File: src/verilog/rx_filter_pkg.sv
// Package: register map, field layout, reset values and types of the receive frame filter
package rx_filter_pkg;

  // ---------------------------------------------------------------------------
  // Register indices (byte address is four times the index)
  // ---------------------------------------------------------------------------
  localparam logic [5:0] IDX_EXT_MODE_CTRL = 6'h17;
  localparam logic [5:0] IDX_SHORT_LOW = 6'h20;
  localparam logic [5:0] IDX_SHORT_HIGH = 6'h21;
  localparam logic [5:0] IDX_PAN_LOW = 6'h22;
  localparam logic [5:0] IDX_PAN_HIGH = 6'h23;
  localparam logic [5:0] IDX_EXT_BYTE0 = 6'h24;
  localparam logic [5:0] IDX_EXT_BYTE7 = 6'h2b;
  localparam logic [5:0] IDX_ACK_CTRL_SEED = 6'h2e;
  localparam logic [5:0] IDX_EVENT_MASK = 6'h30;
  localparam logic [5:0] IDX_FILTER_STATUS = 6'h31;
  localparam int ADDR_BYTES = 12;
  localparam int ADDR_HIGH_RESET_BYTES = 4;

  // ---------------------------------------------------------------------------
  // Reset values and write masks
  // ---------------------------------------------------------------------------
  localparam logic [7:0] EXT_MODE_CTRL_RESET = 8'h00;
  localparam logic [7:0] EXT_MODE_CTRL_WMASK = 8'h76;
  localparam logic [7:0] ACK_CTRL_SEED_RESET = 8'h42;
  localparam logic [7:0] EVENT_MASK_RESET = 8'h00;
  localparam logic [7:0] ADDR_RESET_ONES = 8'hff;
  localparam logic [7:0] ADDR_RESET_ZERO = 8'h00;

  // ---------------------------------------------------------------------------
  // Field positions
  // ---------------------------------------------------------------------------
  localparam int XM_RES_FILTER_BIT = 5;
  localparam int XM_RES_UPLOAD_BIT = 4;
  localparam int XM_PROMISCUOUS_BIT = 1;
  localparam int AC_FVN_MSB = 7;
  localparam int AC_FVN_LSB = 6;
  localparam int AC_PENDING_BIT = 5;
  localparam int AC_ACK_DISABLE_BIT = 4;
  localparam int AC_COORD_BIT = 3;
  localparam int EM_ADDR_MATCH_BIT = 0;

  // Frame control field layout
  localparam int FCF_TYPE_MSB = 2;
  localparam int FCF_ACK_REQ_BIT = 5;
  localparam int FCF_PAN_COMP_BIT = 6;
  localparam int FCF_DST_MODE_LSB = 10;
  localparam int FCF_VER_LSB = 12;
  localparam int FCF_SRC_MODE_LSB = 14;

  localparam logic [2:0] TYPE_BEACON = 3'h0;
  localparam logic [2:0] TYPE_DATA = 3'h1;
  localparam logic [2:0] TYPE_ACK = 3'h2;
  localparam logic [2:0] TYPE_COMMAND = 3'h3;
  localparam logic [1:0] MODE_SHORT = 2'h2;
  localparam logic [1:0] MODE_EXTENDED = 2'h3;
  localparam logic [15:0] BROADCAST_ID = 16'hffff;
  localparam logic [2:0] SHORT_LAST_BYTE = 3'h1;
  localparam logic [2:0] EXT_LAST_BYTE = 3'h7;

  // ---------------------------------------------------------------------------
  // Types
  // ---------------------------------------------------------------------------
  typedef enum logic [3:0] {
    ST_IDLE, ST_FCF_LOW, ST_FCF_HIGH, ST_SEQ, ST_DST_PAN, ST_DST_ADDR,
    ST_SRC_PAN, ST_SRC_ADDR, ST_EVAL, ST_WAIT
  } parse_state_type;

  typedef struct packed {
    logic start;
    logic valid;
    logic [7:0] data;
    logic last;
    logic fcs_ok;
  } rx_stream_type;

  typedef struct packed {
    logic address_match;
    logic frame_end;
    logic ack_request;
    logic ack_pending;
  } rx_event_type;

endpackage : rx_filter_pkg

File: src/verilog/rx_frame_address_filter.sv
// Receive frame address filter with classic Wishbone register slave
//
// Summary of operation
// - Reject frames whose frame type is reserved, unless reserved-type options allow.
// - Reject frames whose version is not accepted by the acceptance setting.
// - Present destination PAN must equal programmed PAN or broadcast 0xFFFF.
// - Short destination equals own short or 0xFFFF; extended equals own 64-bit address.
// - Beacon source PAN must equal own PAN, unless own PAN is 0xFFFF.
// - Source-only data or command frames pass only as coordinator with PAN match.
// - Never pass acknowledgment frames; reject frames with no address field.
// - No address-match event when destination mode is 0/1 and source mode 0.
// - Filter works in basic and extended modes; pass raises unmasked address-match.
// - Promiscuous in auto-ack mode: every frame not discarded as reserved type ends with frame-end; CRC status kept.
// - In promiscuous mode passing frames requesting ACK are still acknowledged unless disabled.
// - Upload without filtering: uncorrupted reserved frames end, no match, no ACK.
// - Upload with filtering: reserved frames filtered like data, ACK needs frame-end.
// - Upload cleared: reserved-type frames are silently discarded.
// - Version acceptance 00 only 0, 01 up to 1, 10 up to 2, 11 any.
// - Extended mode control: filtering bit 5, upload bit 4, promiscuous bit 1.
// - Ack control: version bits 7:6, pending 5, ack-disable 4, coordinator 3, seed 2:0.
// - Short address, PAN and extended address registers, least significant byte first.
// - Frames above the maximum accepted version fail and are not acknowledged.
// - Frame types 0 to 3 are standard, 4 to 7 reserved.
// - Address mode 0 absent, 1 reserved, 2 PAN plus short, 3 PAN plus extended.
`timescale 1ns/1ps
`default_nettype none

module rx_frame_address_filter (
  input wire logic clk,                                // 40 MHz clock
  input wire logic rst_n,                              // Synchronous reset
  input wire logic wb_cyc_i,                           // Bus cycle
  input wire logic wb_stb_i,                           // Bus strobe
  input wire logic wb_we_i,                            // Write enable
  input wire logic [3:0] wb_sel_i,                     // Byte lanes
  input wire logic [7:0] wb_adr_i,                     // Byte address
  input wire logic [31:0] wb_dat_i,                    // Write data
  output logic [31:0] wb_dat_o,                        // Read data
  output logic wb_ack_o,                               // Bus acknowledge
  input wire logic receive_with_auto_ack_mode,         // Extended receive mode
  input wire rx_filter_pkg::rx_stream_type rx_in,      // Received byte stream
  output rx_filter_pkg::rx_event_type rx_event,        // Frame event pulses
  output logic crc_valid                               // Last frame FCS result
);
  import rx_filter_pkg::*;

  // ---------------------------------------------------------------------------
  // Register file
  // ---------------------------------------------------------------------------
  logic [7:0] extended_mode_control;
  logic [7:0] ack_control_and_seed;
  logic [7:0] event_mask;
  logic [7:0] addr_bytes [ADDR_BYTES];
  logic [5:0] reg_index;
  logic bus_req;
  logic reg_wr;

  assign reg_index = wb_adr_i[7:2];
  assign bus_req = wb_cyc_i && wb_stb_i && !wb_ack_o;
  assign reg_wr = bus_req && wb_we_i && wb_sel_i[0];

  always_ff @(posedge clk) begin
    if (!rst_n) begin
      wb_ack_o <= 1'b0;
    end else begin
      wb_ack_o <= bus_req;
    end
  end

  always_ff @(posedge clk) begin
    if (!rst_n) begin
      extended_mode_control <= EXT_MODE_CTRL_RESET;
    end else if (reg_wr && reg_index == IDX_EXT_MODE_CTRL) begin
      extended_mode_control <= wb_dat_i[7:0] & EXT_MODE_CTRL_WMASK;
    end
  end

  always_ff @(posedge clk) begin
    if (!rst_n) begin
      ack_control_and_seed <= ACK_CTRL_SEED_RESET;
    end else if (reg_wr && reg_index == IDX_ACK_CTRL_SEED) begin
      ack_control_and_seed <= wb_dat_i[7:0];
    end
  end

  always_ff @(posedge clk) begin
    if (!rst_n) begin
      event_mask <= EVENT_MASK_RESET;
    end else if (reg_wr && reg_index == IDX_EVENT_MASK) begin
      event_mask <= wb_dat_i[7:0] & (8'h01 << EM_ADDR_MATCH_BIT);
    end
  end

  genvar g;
  generate
    for (g = 0; g < ADDR_BYTES; g++) begin : g_addr
      always_ff @(posedge clk) begin
        if (!rst_n) begin
          addr_bytes[g] <= (g < ADDR_HIGH_RESET_BYTES) ? ADDR_RESET_ONES : ADDR_RESET_ZERO;
        end else if (reg_wr && reg_index == IDX_SHORT_LOW + 6'(g)) begin
          addr_bytes[g] <= wb_dat_i[7:0];
        end
      end
    end
  endgenerate

  logic [15:0] own_short;
  logic [15:0] own_pan;
  logic [63:0] own_ext;
  assign own_short = {addr_bytes[1], addr_bytes[0]};
  assign own_pan = {addr_bytes[3], addr_bytes[2]};
  assign own_ext = {addr_bytes[11], addr_bytes[10], addr_bytes[9], addr_bytes[8],
                    addr_bytes[7], addr_bytes[6], addr_bytes[5], addr_bytes[4]};

  // ---------------------------------------------------------------------------
  // Frame state seen by software
  // ---------------------------------------------------------------------------
  parse_state_type state;
  logic verdict_pass;
  logic verdict_done;
  logic last_discard;
  logic [7:0] filter_status;
  assign filter_status = {4'h0, last_discard, (state != ST_IDLE), crc_valid, verdict_pass};

  // Unmapped and reserved locations read as zero
  always_ff @(posedge clk) begin
    if (!rst_n) begin
      wb_dat_o <= 32'h0000_0000;
    end else if (bus_req && !wb_we_i) begin
      if (reg_index == IDX_EXT_MODE_CTRL) begin
        wb_dat_o <= {24'h000000, extended_mode_control};
      end else if (reg_index == IDX_ACK_CTRL_SEED) begin
        wb_dat_o <= {24'h000000, ack_control_and_seed};
      end else if (reg_index >= IDX_SHORT_LOW && reg_index <= IDX_EXT_BYTE7) begin
        wb_dat_o <= {24'h000000, addr_bytes[4'(reg_index - IDX_SHORT_LOW)]};
      end else if (reg_index == IDX_EVENT_MASK) begin
        wb_dat_o <= {24'h000000, event_mask};
      end else if (reg_index == IDX_FILTER_STATUS) begin
        wb_dat_o <= {24'h000000, filter_status};
      end else begin
        wb_dat_o <= 32'h0000_0000;
      end
    end else begin
      wb_dat_o <= 32'h0000_0000;
    end
  end

  // ---------------------------------------------------------------------------
  // Configuration snapshot
  // ---------------------------------------------------------------------------
  // Taken at frame start so a write mid-frame cannot split one verdict
  logic [15:0] snap_short;
  logic [15:0] snap_pan;
  logic [63:0] snap_ext;
  logic [7:0] snap_xm;
  logic [7:0] snap_ac;
  logic snap_mask;
  logic snap_aack;

  always_ff @(posedge clk) begin
    if (!rst_n) begin
      snap_short <= 16'h0000;
      snap_pan <= 16'h0000;
      snap_ext <= 64'h0000_0000_0000_0000;
      snap_xm <= EXT_MODE_CTRL_RESET;
      snap_ac <= ACK_CTRL_SEED_RESET;
      snap_mask <= 1'b0;
      snap_aack <= 1'b0;
    end else if (rx_in.start) begin
      snap_short <= own_short;
      snap_pan <= own_pan;
      snap_ext <= own_ext;
      snap_xm <= extended_mode_control;
      snap_ac <= ack_control_and_seed;
      snap_mask <= event_mask[EM_ADDR_MATCH_BIT];
      snap_aack <= receive_with_auto_ack_mode;
    end
  end

  // ---------------------------------------------------------------------------
  // Header fields
  // ---------------------------------------------------------------------------
  logic [15:0] fcf;
  logic fcf_full;
  logic [2:0] byte_cnt;
  logic [15:0] dst_pan;
  logic [63:0] dst_addr;
  logic [15:0] src_pan;

  logic [2:0] ftype;
  logic [1:0] dst_mode;
  logic [1:0] src_mode;
  logic [1:0] fversion;
  logic dst_present;
  logic src_present;
  logic src_pan_present;
  logic [2:0] dst_last;

  assign ftype = fcf[FCF_TYPE_MSB:0];
  assign dst_mode = fcf[FCF_DST_MODE_LSB +: 2];
  assign src_mode = fcf[FCF_SRC_MODE_LSB +: 2];
  assign fversion = fcf[FCF_VER_LSB +: 2];
  assign dst_present = dst_mode >= MODE_SHORT;
  assign src_present = src_mode >= MODE_SHORT;
  assign src_pan_present = src_present && !(fcf[FCF_PAN_COMP_BIT] && dst_present);
  assign dst_last = (dst_mode == MODE_EXTENDED) ? EXT_LAST_BYTE : SHORT_LAST_BYTE;

  parse_state_type after_seq;
  parse_state_type after_dst;
  assign after_seq = dst_present ? ST_DST_PAN : (src_present ? ST_SRC_PAN : ST_EVAL);
  assign after_dst = !src_present ? ST_EVAL : (src_pan_present ? ST_SRC_PAN : ST_SRC_ADDR);

  // verdict taken once addressing fields are in
  always_ff @(posedge clk) begin
    if (!rst_n) begin
      state <= ST_IDLE;
      byte_cnt <= 3'h0;
      fcf <= 16'h0000;
      fcf_full <= 1'b0;
      dst_pan <= 16'h0000;
      dst_addr <= 64'h0000_0000_0000_0000;
      src_pan <= 16'h0000;
    end else if (rx_in.start) begin
      state <= ST_FCF_LOW;
      byte_cnt <= 3'h0;
      fcf_full <= 1'b0;
      dst_addr <= 64'h0000_0000_0000_0000;
    end else if (rx_in.last) begin
      state <= ST_IDLE;
    end else begin
      case (state)
        ST_FCF_LOW: begin
          if (rx_in.valid) begin
            fcf[7:0] <= rx_in.data;
            state <= ST_FCF_HIGH;
          end
        end
        ST_FCF_HIGH: begin
          if (rx_in.valid) begin
            fcf[15:8] <= rx_in.data;
            fcf_full <= 1'b1;
            state <= ST_SEQ;
          end
        end
        ST_SEQ: begin
          if (rx_in.valid) begin
            byte_cnt <= 3'h0;
            state <= after_seq;
          end
        end
        ST_DST_PAN: begin
          if (rx_in.valid) begin
            dst_pan[byte_cnt[0]*8 +: 8] <= rx_in.data;
            byte_cnt <= byte_cnt[0] ? 3'h0 : 3'h1;
            if (byte_cnt[0]) begin
              state <= ST_DST_ADDR;
            end
          end
        end
        ST_DST_ADDR: begin
          if (rx_in.valid) begin
            dst_addr[byte_cnt*8 +: 8] <= rx_in.data;
            byte_cnt <= (byte_cnt == dst_last) ? 3'h0 : byte_cnt + 3'h1;
            if (byte_cnt == dst_last) begin
              state <= after_dst;
            end
          end
        end
        ST_SRC_PAN: begin
          if (rx_in.valid) begin
            src_pan[byte_cnt[0]*8 +: 8] <= rx_in.data;
            byte_cnt <= byte_cnt[0] ? 3'h0 : 3'h1;
            if (byte_cnt[0]) begin
              state <= ST_SRC_ADDR;
            end
          end
        end
        // Source address itself is never compared, only skipped
        ST_SRC_ADDR: begin
          if (rx_in.valid) begin
            byte_cnt <= (byte_cnt == ((src_mode == MODE_EXTENDED) ? EXT_LAST_BYTE : SHORT_LAST_BYTE))
                        ? 3'h0 : byte_cnt + 3'h1;
            if (byte_cnt == ((src_mode == MODE_EXTENDED) ? EXT_LAST_BYTE : SHORT_LAST_BYTE)) begin
              state <= ST_EVAL;
            end
          end
        end
        ST_EVAL: begin
          state <= ST_WAIT;
        end
        default: begin
          state <= state;
        end
      endcase
    end
  end

  // ---------------------------------------------------------------------------
  // Filter rules
  // ---------------------------------------------------------------------------
  logic is_reserved;
  logic res_filtered;
  logic res_upload_only;
  logic res_discard;
  logic like_data;
  logic ok_type;
  logic ok_version;
  logic ok_dst_pan;
  logic ok_dst_addr;
  logic ok_beacon;
  logic ok_src_only;
  logic ok_present;
  logic filter_ok;
  logic match_ok;
  logic dst_broadcast;
  logic [15:0] eff_src_pan;

  assign is_reserved = ftype[2];
  assign res_filtered = is_reserved && snap_xm[XM_RES_UPLOAD_BIT] && snap_xm[XM_RES_FILTER_BIT];
  // filter bit without upload still discards
  assign res_discard = is_reserved && !snap_xm[XM_RES_UPLOAD_BIT];
  assign res_upload_only = is_reserved && snap_xm[XM_RES_UPLOAD_BIT] && !snap_xm[XM_RES_FILTER_BIT];
  assign like_data = (ftype == TYPE_DATA) || (ftype == TYPE_COMMAND) || res_filtered;

  assign ok_type = !is_reserved || res_filtered;
  assign ok_version = fversion <= snap_ac[AC_FVN_MSB:AC_FVN_LSB];
  assign ok_dst_pan = !dst_present || dst_pan == snap_pan || dst_pan == BROADCAST_ID;
  assign ok_dst_addr = (dst_mode == MODE_SHORT) ?
                       (dst_addr[15:0] == snap_short || dst_addr[15:0] == BROADCAST_ID) :
                       ((dst_mode == MODE_EXTENDED) ? (dst_addr == snap_ext) : 1'b1);
  // Compressed source PAN is the destination PAN
  assign eff_src_pan = src_pan_present ? src_pan : dst_pan;
  assign ok_beacon = (ftype != TYPE_BEACON) || snap_pan == BROADCAST_ID || eff_src_pan == snap_pan;
  assign ok_src_only = !(like_data && !dst_present && src_present) ||
                       (snap_ac[AC_COORD_BIT] && eff_src_pan == snap_pan);
  // no ACK frames, some address present
  assign ok_present = (ftype != TYPE_ACK) && (dst_present || src_present);

  // same filter in basic and extended mode
  assign filter_ok = fcf_full && ok_type && ok_version && ok_dst_pan && ok_dst_addr &&
                     ok_beacon && ok_src_only && ok_present;
  assign match_ok = filter_ok && !(dst_mode < MODE_SHORT && src_mode == 2'h0);
  assign dst_broadcast = dst_mode == MODE_SHORT && dst_addr[15:0] == BROADCAST_ID;

  always_ff @(posedge clk) begin
    if (!rst_n) begin
      verdict_pass <= 1'b0;
      verdict_done <= 1'b0;
    end else if (rx_in.start) begin
      verdict_pass <= 1'b0;
      verdict_done <= 1'b0;
    end else if (state == ST_EVAL && !rx_in.last) begin
      verdict_pass <= filter_ok;
      verdict_done <= 1'b1;
    end
  end

  // ---------------------------------------------------------------------------
  // Frame end and acknowledgment decision
  // ---------------------------------------------------------------------------
  logic pass_now;
  logic end_now;
  logic ack_now;
  assign pass_now = verdict_done && verdict_pass;

  always_comb begin
    end_now = 1'b0;
    if (fcf_full && res_discard) begin
      end_now = 1'b0;
    end else if (!snap_aack) begin
      end_now = 1'b1;
    end else if (snap_xm[XM_PROMISCUOUS_BIT]) begin
      end_now = 1'b1;
    end else if (fcf_full && res_upload_only) begin
      end_now = rx_in.fcs_ok;
    end else begin
      end_now = pass_now && rx_in.fcs_ok;
    end
  end

  // ACK needs pass, FCS, request, no disable
  assign ack_now = snap_aack && pass_now && rx_in.fcs_ok && like_data && fcf[FCF_ACK_REQ_BIT] &&
                   !snap_ac[AC_ACK_DISABLE_BIT] && !dst_broadcast;

  always_ff @(posedge clk) begin
    if (!rst_n) begin
      rx_event <= '0;
    end else begin
      rx_event.address_match <= state == ST_EVAL && !rx_in.last && !rx_in.start &&
                                match_ok && !snap_mask;
      rx_event.frame_end <= rx_in.last && end_now;
      rx_event.ack_request <= rx_in.last && ack_now;
      rx_event.ack_pending <= rx_in.last && ack_now && snap_ac[AC_PENDING_BIT] &&
                              ftype == TYPE_COMMAND;
    end
  end

  always_ff @(posedge clk) begin
    if (!rst_n) begin
      crc_valid <= 1'b0;
      last_discard <= 1'b0;
    end else if (rx_in.last) begin
      crc_valid <= rx_in.fcs_ok;
      last_discard <= fcf_full && res_discard;
    end
  end

endmodule : rx_frame_address_filter
`default_nettype wire

File: config.mk
export PLATFORM = sky130hd
export DESIGN_NAME = rx_frame_address_filter
export DESIGN_NICKNAME = d
export VERILOG_FILES = /design/src/verilog/rx_filter_pkg.sv /design/src/verilog/rx_frame_address_filter.sv
export SDC_FILE = /design/constraint.sdc
export NUM_CORES = 1
export LEC_CHECK = 0
export BUFFER_PORTS_ARGS = -buffer_cell sky130_fd_sc_hd__buf_2
export CAP_MARGIN = 20
export CORE_UTILIZATION = 33
export DETAILED_ROUTE_END_ITERATION = 10
export GPL_TIMING_DRIVEN = 0
export RECOVER_POWER = 25
export SLEW_MARGIN = 25
export SYNTH_ARGS = -nofsm -noshare
export SYNTH_HDL_FRONTEND = slang
export SYNTH_SLANG_ARGS = --single-unit
File: constraint.sdc
create_clock -name clk -period 5.9 [get_ports clk]
set_clock_uncertainty 0.2 [all_clocks]
set_input_delay 0.885 -clock clk [delete_from_list [all_inputs] [get_ports clk]]
set_output_delay 0.885 -clock clk [all_outputs]
set_load 0.02 [all_outputs]
==> run metrics <==
status finished clean; Slowest Stage Delay on Critical Path 730 ps; CTS root buf clkbuf_16; crit-path cells clkbuf_1 -> inv_1 -> clkbuf_1 -> clkbuf_1 -> ha_1 -> nor2_1 -> nand3_1 -> nor3_1 -> buf_2 -> nor2b_1 -> a31oi_1 -> nor2_1; Reg-to-Reg Start byte_cnt[0]; fraction of layout cells with a size suffix above 1 8.93%; CTS sink count 348; antenna cells 0; DRC Markers 0; Pins Over Slew Limit 0; Die H 225 µm; WL/cell 21.5 µm; Cell Rows 81; Slew HR 30.5%; Most used DFF post-synth dfxtp_1; VDD IR max approximately 190 µV; Crit Path Max Fanout 11; GP Congestion ~0.90; Leak 7.27 nW; DIE WIDTH 225 µm; top cell type's share of synthesized area 30.9%; die area about 50000 µm²; syn avg cell area 10.5 µm²; Yosys cell types 69; Worst R2R End dst_addr[6]; Reg clk slew, reported paths roughly 60 ps; largest net degree at the start of global routing 14; IO Count 100; vias in the first global route about 12000; CORE AREA 49000 µm²; Post-Route WL 50300 µm; initial core utilization 33.4%; Reg2Reg Depth 12; Synth area leaders dfxtp_1 (31%), edfxtp_1 (18%), mux2i_1 (13%); fmax approximately 0.25 GHz; min-delay src extended_mode_control[2]; final hold vios 0; Seq/Total Area, Yosys roughly half; #FFs+latches synth 348; nets 1720; Top Layer Used met4; postcts setup bufs 0; met1 WL 23600 µm; Slowest-stage cell, CP nor3_1; CP Launch Type flop; RSZ-0062 raised after global routing false; Hold Crit Depth 2; Post-synth EDFFs 96; DRT iter0 DRCs 1105; Port Buffers 36; Worst-Skew Late Latency 560 ps; Synth area leader dfxtp_1; Hold-fix buffers, CTS 0; CP arrival 4190 ps; Tmin final 3960 ps; total number of vias 11900; Crit path required time 6130 ps; Hold Crit Class flop to flop; CTS tree done; initial antenna violation count 0; maximum clock path buffer count 3; Final ANT Viol Nets 0; count leader, synth dfxtp_1; Tcrit/Tclk final 67.2%; Setup CP Type flop to flop; number of synthesis warnings 0; met2 routed WL between 20000 and 25000 µm; Hold EP wb_dat_o[2]; power per cell area 285 nW/µm²; asr flop ratio synth 0%; total power 0.00531 W; GRT overflow 0; Vias/cell 5.08; met3 routed WL 3050 µm; reg2reg setup slack 1940 ps; post-CTS resize count 0; cell mode on critical path clkbuf_1; count of mapped cells out of synthesis 1551; H-tree Lvls 2; Post-Route Setup TNS 0 ps; Num CTS Buffers 38; gr usage total 19.9%; worst-margin pin slew 1040 ps; first-pass GRT wire length between 70000 and 80000 µm; Max-cap violations 0; hpwl dp 38500 µm; Syn-to-layout area delta 13.9%; Commonest cells post-synth dfxtp_1 (252), mux2i_1 (209), nor2b_1 (161), edfxtp_1 (96), nor2_1 (95); DR pass1 iterations 7; Post-Syn Area 16300 µm²; crit end category flop; final setup vio count 0
-- through the flow --
step | setup WS [ps] | cell area, µm² | instances | util, % | hold WS (ps)
after global placement | 2150 | 17400 | 2274 | 35.6 | 255
after floorplan | 2870 | 16400 | 1574 | - | 198
after detailed placement | 2050 | 17400 | 2274 | 35.6 | 266
final | 1940 | 18600 | 2343 | 38.1 | 273
after global routing | 1710 | 18600 | 2343 | 38.1 | 312
after CTS | 2050 | 18700 | 2343 | 38.1 | 282
-- worst max path at each step --
stage               slack (ps)         from          endpoint  cells after the start
global route              1710  byte_cnt[0]       dst_addr[6]                     12
finish                    1940  byte_cnt[0]       dst_addr[6]                     12
global placement          2150  byte_cnt[0]       dst_addr[7]                     12
floorplan                 2870     wb_stb_i  addr_bytes[1][0]                      6
CTS                       2050  byte_cnt[0]       dst_addr[6]                     12
detailed placement        2050  byte_cnt[0]       dst_addr[7]                     12
-- flip-flops by register name, summed over array words and instances (netlist names), 8 cells and up --
signal and count:
ack_control_and_seed 8, addr_bytes 96, dst_addr 64, dst_pan 16, fcf 11, snap_ext 64
snap_pan 16, snap_short 16, src_pan 16, wb_dat_o 8
-- logic make-up (layout without fill, tap and decap cells) --
kind of cell / Yosys count / in the layout / synth area share (%)
buffers and inverters: 132 / 237 / 3.73
and+or+nand+nor: 599 / 599 / 20.4
AOI/OAI and AO/OA: 119 / 119 / 4.68
adders and majority gates: 8 / 8 / 0.612
other: 1 / 24 / 0.0229
muxes: 234 / 234 / 16.2
xor gates and xnor gates: 110 / 110 / 5.89
DFF: 348 / 348 / 48.5
-- power breakdown --
| group | internal (W) | switching [W] |
|---|---|---|
| sequential | 0.00251 | 0.0000661 |
| clock | 0.00137 | 0.000997 |
| combinational | 0.000145 | 0.000223 |
| total | 0.00403 | 0.00129 |
-- critical path, delay by kind of cell (launching register included) --
family / cells / cell delay, ps
AOI/OAI and AO/OA: 1 / 140
and+or+nand+nor: 5 / 1100
buffers and inverters: 5 / 1680
DFF: 1 / 340
adders and majority gates: 1 / 390
-- cell type report --
cell class	instances	area (µm²)
fill	4793	30300
multi-input combinational	1094	7900
sequential	348	7930
inverter	14	52.6
clock inverter	12	113
timing repair buffer	36	159
buffer	118	554
tap	664	831
clock buffer	57	1090
-- routing by layer --
metal,vias to the layer above,global-route usage (%)
met5,-,0
li1,5570,-
met2,437,30.6
met3,87,2.93
met1,5811,28.3
met4,0,7.24
-- cell usage in the layout, fill, tap and decap left out, drive strengths merged, types with 11 or more instances in the layout --
| cell | n |
|---|---|
| a21boi | 17 |
| a21oi | 30 |
| dfxtp | 252 |
| buf | 59 |
| mux4 | 24 |
| nor3 | 15 |
| conb | 24 |
| edfxtp | 96 |
| nor2 | 96 |
| xor2 | 80 |
| inv | 16 |
| o21ai | 30 |
| clkbuf | 152 |
| or3 | 44 |
| xnor2 | 30 |
| nand2 | 87 |
| mux2i | 209 |
| nand4 | 28 |
| nor4 | 29 |
| and2 | 75 |
| a31oi | 12 |
| and3 | 11 |
| nand3 | 24 |
| nor2b | 161 |
(Power assumes the default switching activity.)
